## config.mk

```make
export PLATFORM = sky130hd
export DESIGN_NAME = elp_partner_ability
export DESIGN_NICKNAME = d
export VERILOG_FILES = /design/src/logic/elp_pkg.sv /design/src/logic/elp_src_if.sv /design/src/logic/elp_compose.sv /design/src/logic/elp_partner_ability.sv
export SDC_FILE = /design/constraint.sdc
export NUM_CORES = 1
export LEC_CHECK = 0
export ABC_AREA = 0
export BUFFER_PORTS_ARGS = -buffer_cell sky130_fd_sc_hd__buf_2
export CAP_MARGIN = 20
export CORE_AREA = 2 2 64 66
export DETAILED_ROUTE_END_ITERATION = 7
export DIE_AREA = 0 0 66 68
export PLACE_DENSITY = 0.83
export SLEW_MARGIN = 20
export SYNTH_ARGS = -nofsm -noshare
export SYNTH_HDL_FRONTEND = slang
export SYNTH_HIERARCHICAL = 1
export SYNTH_SLANG_ARGS = --single-unit
```

## constraint.sdc

```tcl
create_clock -name clk -period 1.6 [get_ports clk]
set_input_delay 0.4 -clock clk [delete_from_list [all_inputs] [get_ports clk]]
set_output_delay 0.4 -clock clk [all_outputs]
set_load 0.005 [all_outputs]
```

## src/logic/elp_pkg.sv

```systemverilog
`default_nettype none
package elp_pkg;
  // register map byte offsets and serial management indexes
  localparam logic [8:0] ELP_OFF_ADV      = 9'h1d0;
  localparam logic [8:0] ELP_OFF_PARTNER  = 9'h1d4;
  localparam logic [4:0] ELP_IDX_ADV      = 5'h04;
  localparam logic [4:0] ELP_IDX_PARTNER  = 5'h05;
  // ability word field positions
  localparam int ELP_BIT_NEXT_PAGE = 15;
  localparam int ELP_BIT_ACK       = 14;
  localparam int ELP_BIT_FAULT     = 13;
  localparam int ELP_BIT_ASYM      = 11;
  localparam int ELP_BIT_SYM       = 10;
  localparam int ELP_BIT_T4        = 9;
  localparam int ELP_ABIL_HI       = 8;
  localparam int ELP_ABIL_LO       = 5;
  // fixed values
  localparam logic [4:0] ELP_SELECTOR_8023 = 5'h01;
  localparam logic [3:0] ELP_ABIL_100_FULL = 4'h8;
  localparam logic [3:0] ELP_ABIL_100_HALF = 4'h4;
  localparam logic [3:0] ELP_ABIL_10_FULL  = 4'h2;
  localparam logic [3:0] ELP_ABIL_10_HALF  = 4'h1;
  localparam logic [3:0] ELP_ABIL_NONE     = 4'h0;
  // reset values of the advertisement word
  localparam logic       ELP_RST_ADV_ASYM  = 1'b0;
  localparam logic [3:0] ELP_RST_ADV_ABIL  = 4'hf;
endpackage : elp_pkg
`default_nettype wire

```

## src/logic/elp_src_if.sv

```systemverilog
`timescale 1ns/1ps
`default_nettype none
interface elp_src_if;
  logic        adv_asym;
  logic        adv_sym;
  logic        duplex_match;
  logic        speed_100;
  logic        an_ok;
  logic [15:0] word;
  modport owner    (output adv_asym, adv_sym, duplex_match, speed_100, an_ok, input word);
  modport composer (input adv_asym, adv_sym, duplex_match, speed_100, an_ok, output word);
endinterface : elp_src_if
`default_nettype wire
```

## src/logic/elp_compose.sv

```systemverilog
`timescale 1ns/1ps
`default_nettype none
module elp_compose
  import elp_pkg::*;
(
  elp_src_if.composer src
);

  logic [3:0] abil;
  logic       lp_sym;
  logic       lp_asym;

  always_comb
  begin
    // partner sym is the xor of the advertised pause bits; partner asym copies adv_asym
    lp_sym  = src.adv_sym ^ src.adv_asym;
    lp_asym = src.adv_asym;
    if (!src.an_ok)
    begin
      abil = ELP_ABIL_NONE;
    end
    else if (src.duplex_match)
    begin
      abil = src.speed_100 ? ELP_ABIL_100_FULL : ELP_ABIL_10_FULL;
    end
    else
    begin
      abil = src.speed_100 ? ELP_ABIL_100_HALF : ELP_ABIL_10_HALF;
    end
  end

  always_comb
  begin
    src.word                            = 16'h0000;
    src.word[ELP_BIT_NEXT_PAGE]         = 1'b0;
    src.word[ELP_BIT_ACK]               = 1'b1;
    src.word[ELP_BIT_FAULT]             = 1'b0;
    src.word[ELP_BIT_ASYM]              = lp_asym;
    src.word[ELP_BIT_SYM]               = lp_sym;
    src.word[ELP_BIT_T4]                = 1'b0;
    src.word[ELP_ABIL_HI:ELP_ABIL_LO]   = abil;
    src.word[4:0]                       = ELP_SELECTOR_8023;
  end

endmodule : elp_compose
`default_nettype wire

```

## src/logic/elp_partner_ability.sv

```systemverilog
// What this block does
// - partner ability register read-only at 1d4h; upper 16 bits zero, serial reads 16 bits
// - bit 15 next page always reads 0
// - bit 14 acknowledge always reads 1
// - bit 13 remote fault always 0; bit 12 reserved, read-only
// - bit 9 100BASE-T4 always reads 0
// - bits 4 to 0 read constant 00001b selector
// - partner pause bits 11 and 10 derive from advertised pause bits
// - no pause gives 0/0; symmetric only gives sym 1, asym 0
// - asymmetric only gives partner sym 1 and asym 1
// - both advertised gives partner sym 0 and asym 1
// - bits 8 to 5 one-hot once autoneg succeeds, else all zero: 100 full, 100 half, 10 full, 10 half
// - duplex pin equal to polarity strap reports full duplex, speed strap picks rate
// - duplex pin unequal to polarity strap reports half duplex
// - straps latched at reset release; ability also depends on autoneg success
// - advertisement bits 11 and 10 are writable and feed partner pause bits
`timescale 1ns/1ps
`default_nettype none
module elp_partner_ability
  import elp_pkg::*;
(
  // clock and reset
  input  wire logic        clk,
  input  wire logic        reset,
  // pins and straps
  input  wire logic        duplex_pin,
  input  wire logic        duplex_pol_strap,
  input  wire logic        speed_strap,
  input  wire logic        manual_fc_strap,
  input  wire logic        an_success,
  // register read port
  input  wire logic        rd_req,
  input  wire logic        rd_mii,
  input  wire logic [8:0]  rd_addr,
  output logic             rd_valid,
  output logic [31:0]      rd_data,
  // register write port
  input  wire logic        wr_req,
  input  wire logic        wr_mii,
  input  wire logic [8:0]  wr_addr,
  input  wire logic [15:0] wr_data
);

  elp_src_if src ();

  logic       reset_q_ff;
  logic       dup_pol_ff;
  logic       speed_ff;
  logic       adv_asym_ff;
  logic       adv_sym_ff;
  logic [3:0] adv_abil_ff;
  logic       rd_valid_ff;
  logic [31:0] rd_data_ff;
  logic [15:0] adv_word;
  logic       wr_adv;
  logic       rd_adv;
  logic       rd_partner;
  logic [31:0] nxt_rd_data;

  elp_compose u_compose
  (
    .src (src)
  );

  // straps are sampled on the cycle reset falls, not while it is held
  always_ff @(posedge clk)
  begin
    if (reset)
    begin
      reset_q_ff <= 1'b1;
    end
    else
    begin
      reset_q_ff <= 1'b0;
    end
  end

  always_ff @(posedge clk)
  begin
    if (reset)
    begin
      dup_pol_ff <= 1'b0;
      speed_ff   <= 1'b0;
    end
    else if (reset_q_ff)
    begin
      dup_pol_ff <= duplex_pol_strap;
      speed_ff   <= speed_strap;
    end
  end

  // a write on the strap latch edge is dropped so the strap default wins
  always_comb
  begin
    wr_adv = 1'b0;
    if (wr_req && !reset_q_ff && wr_mii && wr_addr[4:0] == ELP_IDX_ADV)
    begin
      wr_adv = 1'b1;
    end
    else if (wr_req && !reset_q_ff && !wr_mii && wr_addr == ELP_OFF_ADV)
    begin
      wr_adv = 1'b1;
    end
  end

  always_comb
  begin
    rd_adv     = 1'b0;
    rd_partner = 1'b0;
    if (rd_mii && rd_addr[4:0] == ELP_IDX_ADV)
    begin
      rd_adv = 1'b1;
    end
    else if (rd_mii && rd_addr[4:0] == ELP_IDX_PARTNER)
    begin
      rd_partner = 1'b1;
    end
    else if (!rd_mii && rd_addr == ELP_OFF_ADV)
    begin
      rd_adv = 1'b1;
    end
    else if (!rd_mii && rd_addr == ELP_OFF_PARTNER)
    begin
      rd_partner = 1'b1;
    end
  end

  always_ff @(posedge clk)
  begin
    if (reset)
    begin
      adv_asym_ff <= ELP_RST_ADV_ASYM;
    end
    else if (wr_adv)
    begin
      adv_asym_ff <= wr_data[ELP_BIT_ASYM];
    end
  end

  // symmetric pause default is the inverse of the manual flow control strap at release
  always_ff @(posedge clk)
  begin
    if (reset)
    begin
      adv_sym_ff <= 1'b0;
    end
    else if (reset_q_ff)
    begin
      adv_sym_ff <= ~manual_fc_strap;
    end
    else if (wr_adv)
    begin
      adv_sym_ff <= wr_data[ELP_BIT_SYM];
    end
  end

  // ability bits are kept for readback only; the partner word ignores them
  always_ff @(posedge clk)
  begin
    if (reset)
    begin
      adv_abil_ff <= ELP_RST_ADV_ABIL;
    end
    else if (wr_adv)
    begin
      adv_abil_ff <= wr_data[ELP_ABIL_HI:ELP_ABIL_LO];
    end
  end

  always_comb
  begin
    src.adv_asym     = adv_asym_ff;
    src.adv_sym      = adv_sym_ff;
    src.duplex_match = (duplex_pin == dup_pol_ff);
    src.speed_100    = speed_ff;
    src.an_ok        = an_success;
  end

  always_comb
  begin
    adv_word                          = 16'h0000;
    adv_word[ELP_BIT_ASYM]            = adv_asym_ff;
    adv_word[ELP_BIT_SYM]             = adv_sym_ff;
    adv_word[ELP_ABIL_HI:ELP_ABIL_LO] = adv_abil_ff;
    adv_word[4:0]                     = ELP_SELECTOR_8023;
  end

  // partner word is live, so a read right after a pause rewrite sees it
  always_comb
  begin
    nxt_rd_data = 32'h0000_0000;
    if (rd_partner)
    begin
      nxt_rd_data = {16'h0000, src.word};
    end
    else if (rd_adv)
    begin
      nxt_rd_data = {16'h0000, adv_word};
    end
  end

  always_ff @(posedge clk)
  begin
    if (reset)
    begin
      rd_valid_ff <= 1'b0;
    end
    else
    begin
      rd_valid_ff <= rd_req;
    end
  end

  // data is held between reads so a slow master may still pick it up late
  always_ff @(posedge clk)
  begin
    if (reset)
    begin
      rd_data_ff <= 32'h0000_0000;
    end
    else if (rd_req)
    begin
      rd_data_ff <= nxt_rd_data;
    end
  end

  assign rd_valid = rd_valid_ff;
  assign rd_data  = rd_data_ff;

endmodule : elp_partner_ability
`default_nettype wire

```

**After elaboration in Yosys (flattened, before gate mapping)**

Cells that the tools add are included.

- Bits of input ports: 45
- Bits in registers: 42
- Word-level logic and storage cells: 48
- Output and inout bits: 33

- Reduce and logical (&&, ||, !) cells: 13
- Eq/ne operators: 7
- Multiplexer cells: 18
- Bitwise operators: 2

Operators by type and width:

| cell | number |
|---|---|
| equality test 9 bit (second input constant) | 3 |
| equality test 5 x 3 -> 1 bit (second input constant) | 3 |
| two-way mux 15 bit | 1 |
| two-way mux 1 bit | 12 |
| two-way mux 12 bit | 1 |
| two-way mux 4 bit | 3 |
| logical AND 1 bit | 9 |
| logical NOT 1 bit | 3 |
| two-way mux 3 bit | 1 |
| nonzero test 2 bit | 1 |
| equality test 1 bit | 1 |
| NOT 1 bit | 1 |
| bitwise XOR 1 bit | 1 |

**Logic depth before layout (Yosys ltp)**

Gate-level depths: netlist of run 1.

- Depth in word-level cells: 8
- Mapped depth: 5
- Gate-level depth less buffers: 4

**Modules after synthesis**

The synthesis of run 1 kept the hierarchy.

Modules (own cells, without submodules):

| module | seq. area each (µm²) | cells an instance | instances | area an instance (µm²) |
|---|---|---|---|---|
| elp_partner_ability | 520.5 | 158 | 1 | 1,342.5 |
| elp_compose | 0.0 | 19 | 1 | 143.9 |

**Worst setup path after synthesis of run 1**

Ideal clock, no wire load.

- Kind: input to register
- Start: in wr_mii
- End: reg adv_abil_ff[0]
- Arrival time: 1,680 ps
- Path slack: -152 ps
- Stages: 4
- Path buffers: 0
- Setup time: 72 ps
- Cell sequence: or4b_1 > o22a_1 > nor3b_4 > mux2i_1

- Word-level cells in the longest chain between the ends: 5

RTL lines:

| item | RTL line | text |
|---|---|---|
| from (decl) | elp_partner_ability.sv:39 | `input wire logic wr_mii,` |
| logical NOT 1 bit | elp_partner_ability.sv:100 | `else if (wr_req && !reset_q_ff && !wr_mii && wr_addr == ELP_OFF_ADV)` |
| logical AND 1 bit (2 in a row) | elp_partner_ability.sv:100 |  |
| two-way mux 1 bit | elp_partner_ability.sv:100 |  |
| two-way mux 1 bit * | elp_partner_ability.sv:96 | `if (wr_req && !reset_q_ff && wr_mii && wr_addr[4:0] == ELP_IDX_ADV)` |
| to (signal assigned) | elp_partner_ability.sv:166 | `adv_abil_ff <= wr_data[ELP_ABIL_HI:ELP_ABIL_LO];` |
| to (decl) | elp_partner_ability.sv:51 | `logic [3:0] adv_abil_ff;` |

Mark *: on every way between the ends. The rest lies on a longest branch, timed or not.
A chain may end at the register's enable or synchronous reset.

**Final worst setup path of run 1**

Same ends and word-level chain as after synthesis.

==> impl_metrics.env, run 1 <==
export IMPL_status="completed"
export IMPL_relSlewSlack_pct=64.82
export IMPL_clk_pin_slew_worst_paths_ps=90
export IMPL_synth_edff_count=0
export IMPL_synthTopCellsByArea="dfxtp_1, buf_4, nand2b_1"
export IMPL_r2r_start="dup_pol_ff$_SDFFE_PP0P_"
export IMPL_avgViaCountPerCell=4.677
export IMPL_cts_setup_buffers=0
export IMPL_fp_dieArea_sq_um=4488
export IMPL_die_w_um=66
export IMPL_antenna_found_initial=0
export IMPL_utilization_pct=46.82
export IMPL_vdd_drop_max_mv=0.3372
export IMPL_die_height_um=68
export IMPL_p_total_uw=1282
export IMPL_regArea_sq_um=520.5
export IMPL_hold_path_class="in2reg"
export IMPL_ys_top_cells_by_count="buf_4, dfxtp_1, nor2_1, a21oi_1, nand2b_1"
export IMPL_powerDensity_nw_per_um2=709.9
export IMPL_ff2ff_path_depth=4
export IMPL_num_antenna_cells=0
export IMPL_multi_input_area_sq_um=809.5
export IMPL_tritoncts="done"
export IMPL_syn_avg_cell_area_sq_um=8.398
export IMPL_cp_max_fo=5
export IMPL_final_max_slew_viol_count=0
export IMPL_nNetsFinal=275
export IMPL_ios=78
export IMPL_rows=23
export IMPL_seq_area_frac_synth_pct=35.02
export IMPL_clk_latency_ps=270
export IMPL_min_path_cells=3
export IMPL_criticalPathCategory="in2reg"
export IMPL_synth_seq_cells=26
export IMPL_start_util_pct=38.55
export IMPL_place_port_buffers=51
export IMPL_critPathArrivalTime_ps=1780
export IMPL_routed_wl_mm=3.162
export IMPL_period_needed_ps=1577
export IMPL_maxCapViolations=0
export IMPL_finalSetupViolations=0
export IMPL_timing_rr_end="rd_data[8]$_SDFFE_PP0P_"
export IMPL_ys_async_sr_fraction_pct=0
export IMPL_finalCritPeriodShare_pct=98.54
export IMPL_gp_congestion=0.7746
export IMPL_via_count=1305
export IMPL_hold_viol=0
export IMPL_holdBufCountCts=0
export IMPL_min_delay_start="speed_strap"
export IMPL_grt_pass1_vias=1186
export IMPL_firstDrtPassIters=4
export IMPL_fill_cells=392
export IMPL_rsz0062_at_grt="yes"
export IMPL_fin_skew_ps=5.757
export IMPL_syn2layout_area_growth_pct=21.46
export IMPL_yosys_warnings=6
export IMPL_synth_cell_types=35
export IMPL_h_tree_depth=1
export IMPL_fin_cells=279
export IMPL_max_slew_worst_pin_slew_ps=527.8
export IMPL_grt_max_degree=32
export IMPL_cts_root_buf="clkbuf_8"
export IMPL_startpoint_type="input pin"
export IMPL_grt_pass1_wl_mm=5.099
export IMPL_route_detailed_drc=0
export IMPL_static_leakage_power_uw=0.0007982
export IMPL_drt_antenna_violating_nets=0
export IMPL_drive_above_1_share_pct=31.44
export IMPL_hpwl_mm=2.372
export IMPL_drtIter0Drc=65
export IMPL_cp_end_kind="register"
export IMPL_postSynthCellCount=177
export IMPL_netlist_area_sq_um=1486
export IMPL_synth_flop_cell="dfxtp_1"
export IMPL_reg2reg_slack_ps=340
export IMPL_clock_sinks=26
export IMPL_post_drt_wl_per_cell_um=11.33
export IMPL_hold_end="speed_ff$_SDFFE_PP0P_"
export IMPL_cp_data_required_time_ps=1800
export IMPL_postLayoutCellArea_sq_um=1805
export IMPL_placed_area_sq_um=1734
export IMPL_netlist_area_leader_share_pct=35.02
export IMPL_numCtsBuffers=3
export IMPL_clk_path_buf_depth=2
export IMPL_synth_largest_area_cell="dfxtp_1"
export IMPL_max_freq_mhz=634.3
export IMPL_place_inst=275
export IMPL_global_route_overflow_total=0
export IMPL_track_usage_pct=14.46
export IMPL_core_area_sq_um=3856
export IMPL_yosysMostFrequentCell="buf_4"
[stage by stage]
step	worst slack (ps)	hold WS (ps)	TNS, ps
2_1_floorplan	-152.2	427.7	-769.2
3_3_place_gp	-268.4	453.4	-1987
3_5_place_dp	-312.9	458.8	-2428
4_1_cts	3.929	365.0	0
5_1_grt	-63.96	385.9	-201.2
6_report	23.42	362.6	0
[cell families after synthesis]
logic type	after synthesis	share of synthesized area, %
and+or+nand+nor	72	28.54
buffers and inverters	38	16.67
AOI/OAI and AO/OA	29	13.13
DFF	26	35.02
muxes	7	4.714
other	3	0.7575
xor gates and xnor gates	2	1.179
[worst max path at each step]
stage | start | endpoint | slack, ps
4_1_cts | wr_mii | adv_abil_ff[0]$_SDFFE_PP1P_ | 4
5_1_grt | wr_mii | adv_abil_ff[0]$_SDFFE_PP1P_ | -60
3_5_place_dp | wr_mii | adv_abil_ff[0]$_SDFFE_PP1P_ | -310
3_3_place_gp | wr_mii | adv_sym_ff$_SDFFE_PP0P_ | -270
6_report | wr_mii | adv_abil_ff[0]$_SDFFE_PP1P_ | 20
2_1_floorplan | wr_mii | adv_abil_ff[0]$_SDFFE_PP1P_ | -150
[critical path, cell delays in order]
cell and delay, ps:
buf_6 90, or4b_1 510, o22a_1 250, nor3b_4 190
buf_6 150, mux2i_1 190
[cell type report]
class / count / share of cell area [%]
clock buffers: 4 / 3.049
inverters: 1 / 0.2079
multi-input cells: 136 / 44.84
flip-flops and latches: 26 / 28.83
well taps: 50 / 3.465
repair buffers: 62 / 19.61
[layer usage]
metal	vias to the layer above	routed length (um)	GRT usage, %
met1	603	1359	16.93
met3	2	133	3.289
met2	30	1665	26.64
li1	670	-	-
met5	-	0	0
met4	0	4	3.827
[state kept, by name (all words and copies together), names as in the netlist]
| name | count |
|---|---|
| adv_abil_ff | 4 |
| adv_asym_ff | 1 |
| adv_sym_ff | 1 |
| dup_pol_ff | 1 |
| rd_data | 16 |
| rd_valid | 1 |
| reset_q_ff | 1 |
| speed_ff | 1 |
[power by group]
part | switching [uW] | internal [uW]
clock network | 201 | 220
registers | 13.2 | 663
logic | 93.9 | 90.3
[placed cells by master (no fill, tap or decap)]
cell and instances:
nor3b_1 1, buf_2 49, o31ai_1 2, nor4_2 1, xor2_1 1, nand2b_1 12, nand2_1 7, o31ai_2 1
nor3b_4 1, buf_6 3, nor2b_1 1, a311oi_1 5, dfxtp_1 26, clkbuf_8 4, o22a_1 1, nor3b_2 2
conb_1 26, o21ai_0 1, mux2i_1 7, buf_4 10, a211oi_1 1, or4b_1 1, and3_2 1, a21oi_1 13
nand3b_1 2, nand4_1 10, inv_1 1, nand4b_1 1, a21boi_0 5, nor2_1 18, xnor2_1 1, nor4b_1 2
or3_1 1, nand3_1 7, and3b_1 2, nor3_1 2
[repair_timing]
action | CTS | global route
pin swaps | 1 | 0
cloned | 0 | 0
endpoints found under the setup margin | 4 | 6
resized for setup | 2 | 1
Power figures use the tool's default switching activity.
==> inputs of run 2 (changes only) <==
--- a/config.mk
+++ b/config.mk
@@ -8,10 +8,11 @@
 export ABC_AREA = 0
 export BUFFER_PORTS_ARGS = -buffer_cell sky130_fd_sc_hd__buf_2
 export CAP_MARGIN = 20
-export CORE_AREA = 2 2 64 66
+export CORE_AREA = 2 2 63 65
+export CTS_BUF_LIST = sky130_fd_sc_hd__clkbuf_2
 export DETAILED_ROUTE_END_ITERATION = 7
-export DIE_AREA = 0 0 66 68
-export PLACE_DENSITY = 0.83
+export DIE_AREA = 0 0 65 67
+export PLACE_DENSITY = 0.85
 export SLEW_MARGIN = 20
 export SYNTH_ARGS = -nofsm -noshare
 export SYNTH_HDL_FRONTEND = slang
==> run 2 against run 1 <==
- global-route usage increased by 1.1 points
- clock skew rose by 20 ps
- critical path depth is the same
- power decreased by 14%
- critical path type unchanged
==> impl_metrics.env, run 2 (synthesized netlist as in run 1, its figures left out) <==
export IMPL_cts_resized=0
export IMPL_clk_path_buf_depth=2
export IMPL_grt_max_degree=32
export IMPL_tritoncts="done"
export IMPL_avgViaCountPerCell=4.746
export IMPL_numCtsBuffers=3
export IMPL_grt_pass1_wl_mm=5.402
export IMPL_max_slew_worst_pin_slew_ps=542.4
export IMPL_criticalPathCategory="in2reg"
export IMPL_startpoint_type="input pin"
export IMPL_place_port_buffers=51
export IMPL_global_route_overflow_total=0
export IMPL_largest_reg_flops=16
export IMPL_final_common_cell="buf_2"
export IMPL_syn2layout_area_growth_pct=18.77
export IMPL_drive_above_1_share_pct=31.60
export IMPL_finalCritPeriodShare_pct=96.31
export IMPL_dpl_worst_slack_ps=-308.8
export IMPL_hold_path_class="in2reg"
export IMPL_rsz0062_at_grt="no"
export IMPL_die_height_um=67
export IMPL_drt_antenna_violating_nets=0
export IMPL_holdBufCountCts=0
export IMPL_route_detailed_drc=0
export IMPL_period_needed_ps=1541
export IMPL_clk_pin_slew_worst_paths_ps=250
export IMPL_rows=22
export IMPL_hold_viol=0
export IMPL_status="completed"
export IMPL_track_usage_pct=15.60
export IMPL_powerDensity_nw_per_um2=627.3
export IMPL_static_leakage_power_uw=0.0007888
export IMPL_fp_dieArea_sq_um=4355
export IMPL_nNetsFinal=277
export IMPL_cp_max_fo=5
export IMPL_antenna_found_initial=0
export IMPL_routed_wl_mm=3.194
export IMPL_vdd_drop_max_mv=0.3007
export IMPL_utilization_pct=48.96
export IMPL_layout_common_cells="buf_2, conb_1, dfxtp_1"
export IMPL_h_tree_depth=1
export IMPL_placed_area_sq_um=1747
export IMPL_num_antenna_cells=0
export IMPL_start_util_pct=41.22
export IMPL_drtIter0Drc=69
export IMPL_cts_setup_buffers=0
export IMPL_grt_pass1_vias=1235
export IMPL_final_max_slew_viol_count=0
export IMPL_cts_root_buf="clkbuf_2"
export IMPL_max_freq_mhz=649.0
export IMPL_firstDrtPassIters=4
export IMPL_fin_skew_ps=25.92
export IMPL_core_area_sq_um=3606
export IMPL_finalSetupViolations=0
export IMPL_fin_cells=279
export IMPL_hpwl_mm=2.428
export IMPL_die_w_um=65
export IMPL_clk_latency_ps=350
export IMPL_place_inst=275
export IMPL_ios=78
export IMPL_post_drt_wl_per_cell_um=11.45
export IMPL_maxCapViolations=0
export IMPL_setup_ws_ps=59.11
export IMPL_clock_sinks=26
export IMPL_critPathArrivalTime_ps=1820
export IMPL_postLayoutCellArea_sq_um=1765
export IMPL_relSlewSlack_pct=63.84
export IMPL_cp_end_kind="register"
export IMPL_via_count=1324
export IMPL_cp_data_required_time_ps=1880
export IMPL_gp_congestion=0.7790
run 2: cell count changes in the layout (fill, tap and decap cells not counted), sizes merged:
cell | before | now
buf | 62 | 64
clkbuf | 4 | 3
clkinv | 0 | 1
run 2: routing by layer:
metal	up-vias	track usage (%)	wire (um)
li1	675	-	-
met1	608	18.21	1376
met2	39	28.87	1609
met3	2	3.041	200
met4	0	4.255	8
met5	-	0	0
run 2: cell type report:
class                           instances  area (sq um)
Inverter                                1         3.754
Multi-Input combinational cell        136         809.5
Sequential cell                        26         520.5
Clock buffer                            3         15.01
Clock inverter                          1         3.754
Timing Repair Buffer                   64         352.8
Fill cell                             370          1841
Tap cell                               48         60.06
run 2: where the power goes:
part	internal [uW]	switching (uW)	total [uW]	leakage, uW
registers	666	14.1	680	0.000212
logic	89.0	95.2	184	0.000563
clock network	54.3	189	243	0.0000140
total	810	298	1110	0.000789
run 2: per-stage QoR:
step	setup TNS [ps]	hold slack [ps]	power [uW]
final	0	265.5	1107
after floorplan	-769.2	427.7	834.8
after global routing	0	246.0	1174
after detailed placement	-2133	455.9	875.8
after global placement	-1687	457.1	868.6
after CTS	0	246.9	1125
run 2: path summary, 6_finish.rpt:
| kind | from | end | slack, ps | depth (start not counted) |
|---|---|---|---|---|
| min reg2reg | rd_data[4]$_SDFFE_PP0P_ | rd_data[4]$_SDFFE_PP0P_ | 480 | 2 |
| min | wr_data[11] | adv_asym_ff$_SDFFE_PP0P_ | 270 | 3 |
| max | wr_mii | adv_abil_ff[0]$_SDFFE_PP1P_ | 60 | 6 |
| max reg2reg | dup_pol_ff$_SDFFE_PP0P_ | rd_data[8]$_SDFFE_PP0P_ | 310 | 4 |
run 2: worst max-delay path, cell delays in order:
cell	delay [ps]
buf_2	100
or4b_1	510
o22a_1	280
nor3b_4	190
buf_4	180
mux2i_1	170
==> inputs of run 3 (changes only) <==
--- a/config.mk
+++ b/config.mk
@@ -8,13 +8,13 @@
 export ABC_AREA = 0
 export BUFFER_PORTS_ARGS = -buffer_cell sky130_fd_sc_hd__buf_2
 export CAP_MARGIN = 20
-export CORE_AREA = 2 2 63 65
+export CORE_AREA = 2 2 58 60
 export CTS_BUF_LIST = sky130_fd_sc_hd__clkbuf_2
 export DETAILED_ROUTE_END_ITERATION = 7
-export DIE_AREA = 0 0 65 67
-export PLACE_DENSITY = 0.85
+export DIE_AREA = 0 0 60 62
+export HOLD_SLACK_MARGIN = 0.15
+export PLACE_DENSITY = 0.84
 export SLEW_MARGIN = 20
 export SYNTH_ARGS = -nofsm -noshare
 export SYNTH_HDL_FRONTEND = slang
-export SYNTH_HIERARCHICAL = 1
 export SYNTH_SLANG_ARGS = --single-unit
==> run 3 against run 2 <==
- global-route usage decreased by 3.3 points
- largest cell class unchanged
- cell count fell by 21%
- first-iteration DRC count is 68% lower
- register-to-register slack worse by 80 ps
- hold slack improved by 7.0 ps
- count of clock-buffer cells in the layout did not move
- clock power is 23% lower
- critical path depth fell by 1
- utilization is 5.3 points lower
==> impl_metrics.env, run 3 <==
export IMPL_nNetsFinal=221
export IMPL_synth_simple_area_share_pct=29.82
export IMPL_tns_ps=0
export IMPL_synth_edff_count=0
export IMPL_synth_compound_area_share_pct=16.52
export IMPL_hold_viol=0
export IMPL_grt_pass1_vias=904
export IMPL_static_leakage_power_uw=0.0006030
export IMPL_cts_resized=0
export IMPL_switchingPower_uw=225.4
export IMPL_whs_ps=272.5
export IMPL_rsz0062_at_grt="no"
export IMPL_layout_common_cells="buf_2, conb_1, dfxtp_1"
export IMPL_fp_dieArea_sq_um=3720
export IMPL_swShare_pct=27.50
export IMPL_critPathArrivalTime_ps=1730
export IMPL_fill_cells=336
export IMPL_grt_max_degree=17
export IMPL_avgViaCountPerCell=4.548
export IMPL_clock_power_share_pct=22.9
export IMPL_cts_setup_buffers=0
export IMPL_core_area_sq_um=3179
export IMPL_seq_area_frac_synth_pct=31.93
export IMPL_vdd_drop_max_mv=0.1916
export IMPL_routed_wl_mm=2.268
export IMPL_global_route_overflow_total=0
export IMPL_yosysMostFrequentCell="buf_4"
export IMPL_start_util_pct=35.50
export IMPL_drt_antenna_violating_nets=0
export IMPL_placed_area_sq_um=1370
export IMPL_setup_ws_ps=68.37
export IMPL_post_drt_wl_per_cell_um=10.26
export IMPL_synth_seq_cells=18
export IMPL_firstDrtPassIters=4
export IMPL_pwr_share_comb_pct=19.8
export IMPL_startpoint_type="input pin"
export IMPL_intPower_uw=594.3
export IMPL_numCtsBuffers=3
export IMPL_route_detailed_drc=0
export IMPL_hold_path_class="in2reg"
export IMPL_drtIter0Drc=22
export IMPL_clk_path_buf_depth=2
export IMPL_synth_cell_types=35
export IMPL_antenna_found_initial=0
export IMPL_ys_top_cells_by_count="buf_4, dfxtp_1, o21ai_0, nor2_1, nand4b_1"
export IMPL_cts_root_buf="clkbuf_2"
export IMPL_synth_largest_area_cell="dfxtp_1"
export IMPL_max_freq_mhz=652.9
export IMPL_rows=21
export IMPL_synthTopCellsByArea="dfxtp_1, buf_4, nand4b_1"
export IMPL_h_tree_depth=1
export IMPL_netlist_area_leader_share_pct=31.93
export IMPL_tritoncts="done"
export IMPL_final_max_slew_viol_count=0
export IMPL_synth_flop_cell="dfxtp_1"
export IMPL_maxCapViolations=0
export IMPL_netlist_area_sq_um=1129
export IMPL_track_usage_pct=12.34
export IMPL_hpwl_mm=1.886
export IMPL_synthAdderAreaFrac_pct=0
export IMPL_cp_end_kind="register"
export IMPL_finalSetupViolations=0
export IMPL_status="completed"
export IMPL_syn2layout_area_growth_pct=23.06
export IMPL_pwr_share_seq_pct=57.3
export IMPL_cp_max_fo=5
export IMPL_num_antenna_cells=0
export IMPL_grt_pass1_wl_mm=3.505
export IMPL_synth_xor_xnor_area_share_pct=1.552
export IMPL_gp_congestion=0.7342
export IMPL_die_height_um=62
export IMPL_via_count=1005
export IMPL_ys_async_sr_fraction_pct=0
export IMPL_dpl_worst_slack_ps=-237.3
export IMPL_fin_skew_ps=13.70
export IMPL_postLayoutCellArea_sq_um=1389
export IMPL_finalCritPeriodShare_pct=95.73
export IMPL_die_w_um=60
export IMPL_place_port_buffers=43
export IMPL_final_common_cell="buf_2"
export IMPL_drive_above_1_share_pct=37.14
export IMPL_powerDensity_nw_per_um2=590.3
export IMPL_clk_latency_ps=290
export IMPL_ios=78
export IMPL_postSynthCellCount=123
export IMPL_clk_pin_slew_worst_paths_ps=170
export IMPL_muxShareOfSynthArea_pct=1.774
export IMPL_synth_top_family_by_area="simple AND/OR/NAND/NOR gates"
export IMPL_yosys_warnings=0
export IMPL_period_needed_ps=1532
export IMPL_cp_data_required_time_ps=1800
export IMPL_reg2reg_slack_ps=230
export IMPL_syn_avg_cell_area_sq_um=9.175
export IMPL_criticalPathCategory="in2reg"
export IMPL_largest_reg_flops=8
export IMPL_clock_sinks=18
export IMPL_holdBufCountCts=0
-- run 3: final cells by class --
class	instances	area [sq um]	area share (%)
multi-input cells	98	658.1	47.39
flip-flops and latches	18	360.3	25.95
repair buffers	52	282.8	20.36
well taps	46	57.56	4.144
clock buffers	3	15.01	1.081
inverters	3	11.26	0.8108
clock inverters	1	3.754	0.2703
-- run 3: final timing paths --
check	start	to	depth (start not counted)
max	rd_addr[1]	rd_data[8]$_SDFFE_PP0P_	5
max reg2reg	reset_q_ff$_DFF_P_	adv_abil_ff[1]$_SDFFE_PP1P_	4
min reg2reg	rd_data[10]$_SDFFE_PP0P_	rd_data[10]$_SDFFE_PP0P_	2
min	manual_fc_strap	adv_sym_ff$_SDFFE_PP0P_	2
-- run 3: routing by layer --
layer | part of all wire (%) | up-vias | GRT usage (%) | routed length (um)
met2 | 51 | 45 | 24.22 | 1156
met4 | 0.84 | 0 | 3.810 | 19
li1 | - | 505 | - | -
met1 | 40 | 453 | 12.80 | 916
met3 | 7.8 | 2 | 3.106 | 176
met5 | 0 | - | 0 | 0
-- run 3: logic make-up after synthesis --
logic type	Yosys count
buffers and inverters	30
AND/OR/NAND/NOR	45
XOR/XNOR	2
flip-flops	18
AO/OA/AOI/OAI	25
multiplexers	2
other	1
-- run 3: metrics by stage --
step	total power (uW)	instances	util (%)
global placement	637.2	217	43.09
floorplan	601.9	146	-
finish	819.8	221	43.68
CTS	827.4	221	43.68
global route	870.2	221	43.68
detailed placement	642.3	217	43.09
-- run 3: worst max-delay path: stages --
cell and delay (ps):
buf_2 100, or4b_4 580, nor4_4 240, o21ai_0 140, a311oi_1 270
-- run 3: power groups by stage --
stage / Sequential [uW] / Clock, uW / Combinational [uW]
global route: 473 / 216 / 181
finish: 470 / 188 / 162
floorplan: 479 / 0 / 123
CTS: 470 / 194 / 163
detailed placement: 480 / 0 / 162
global placement: 479 / 0 / 158
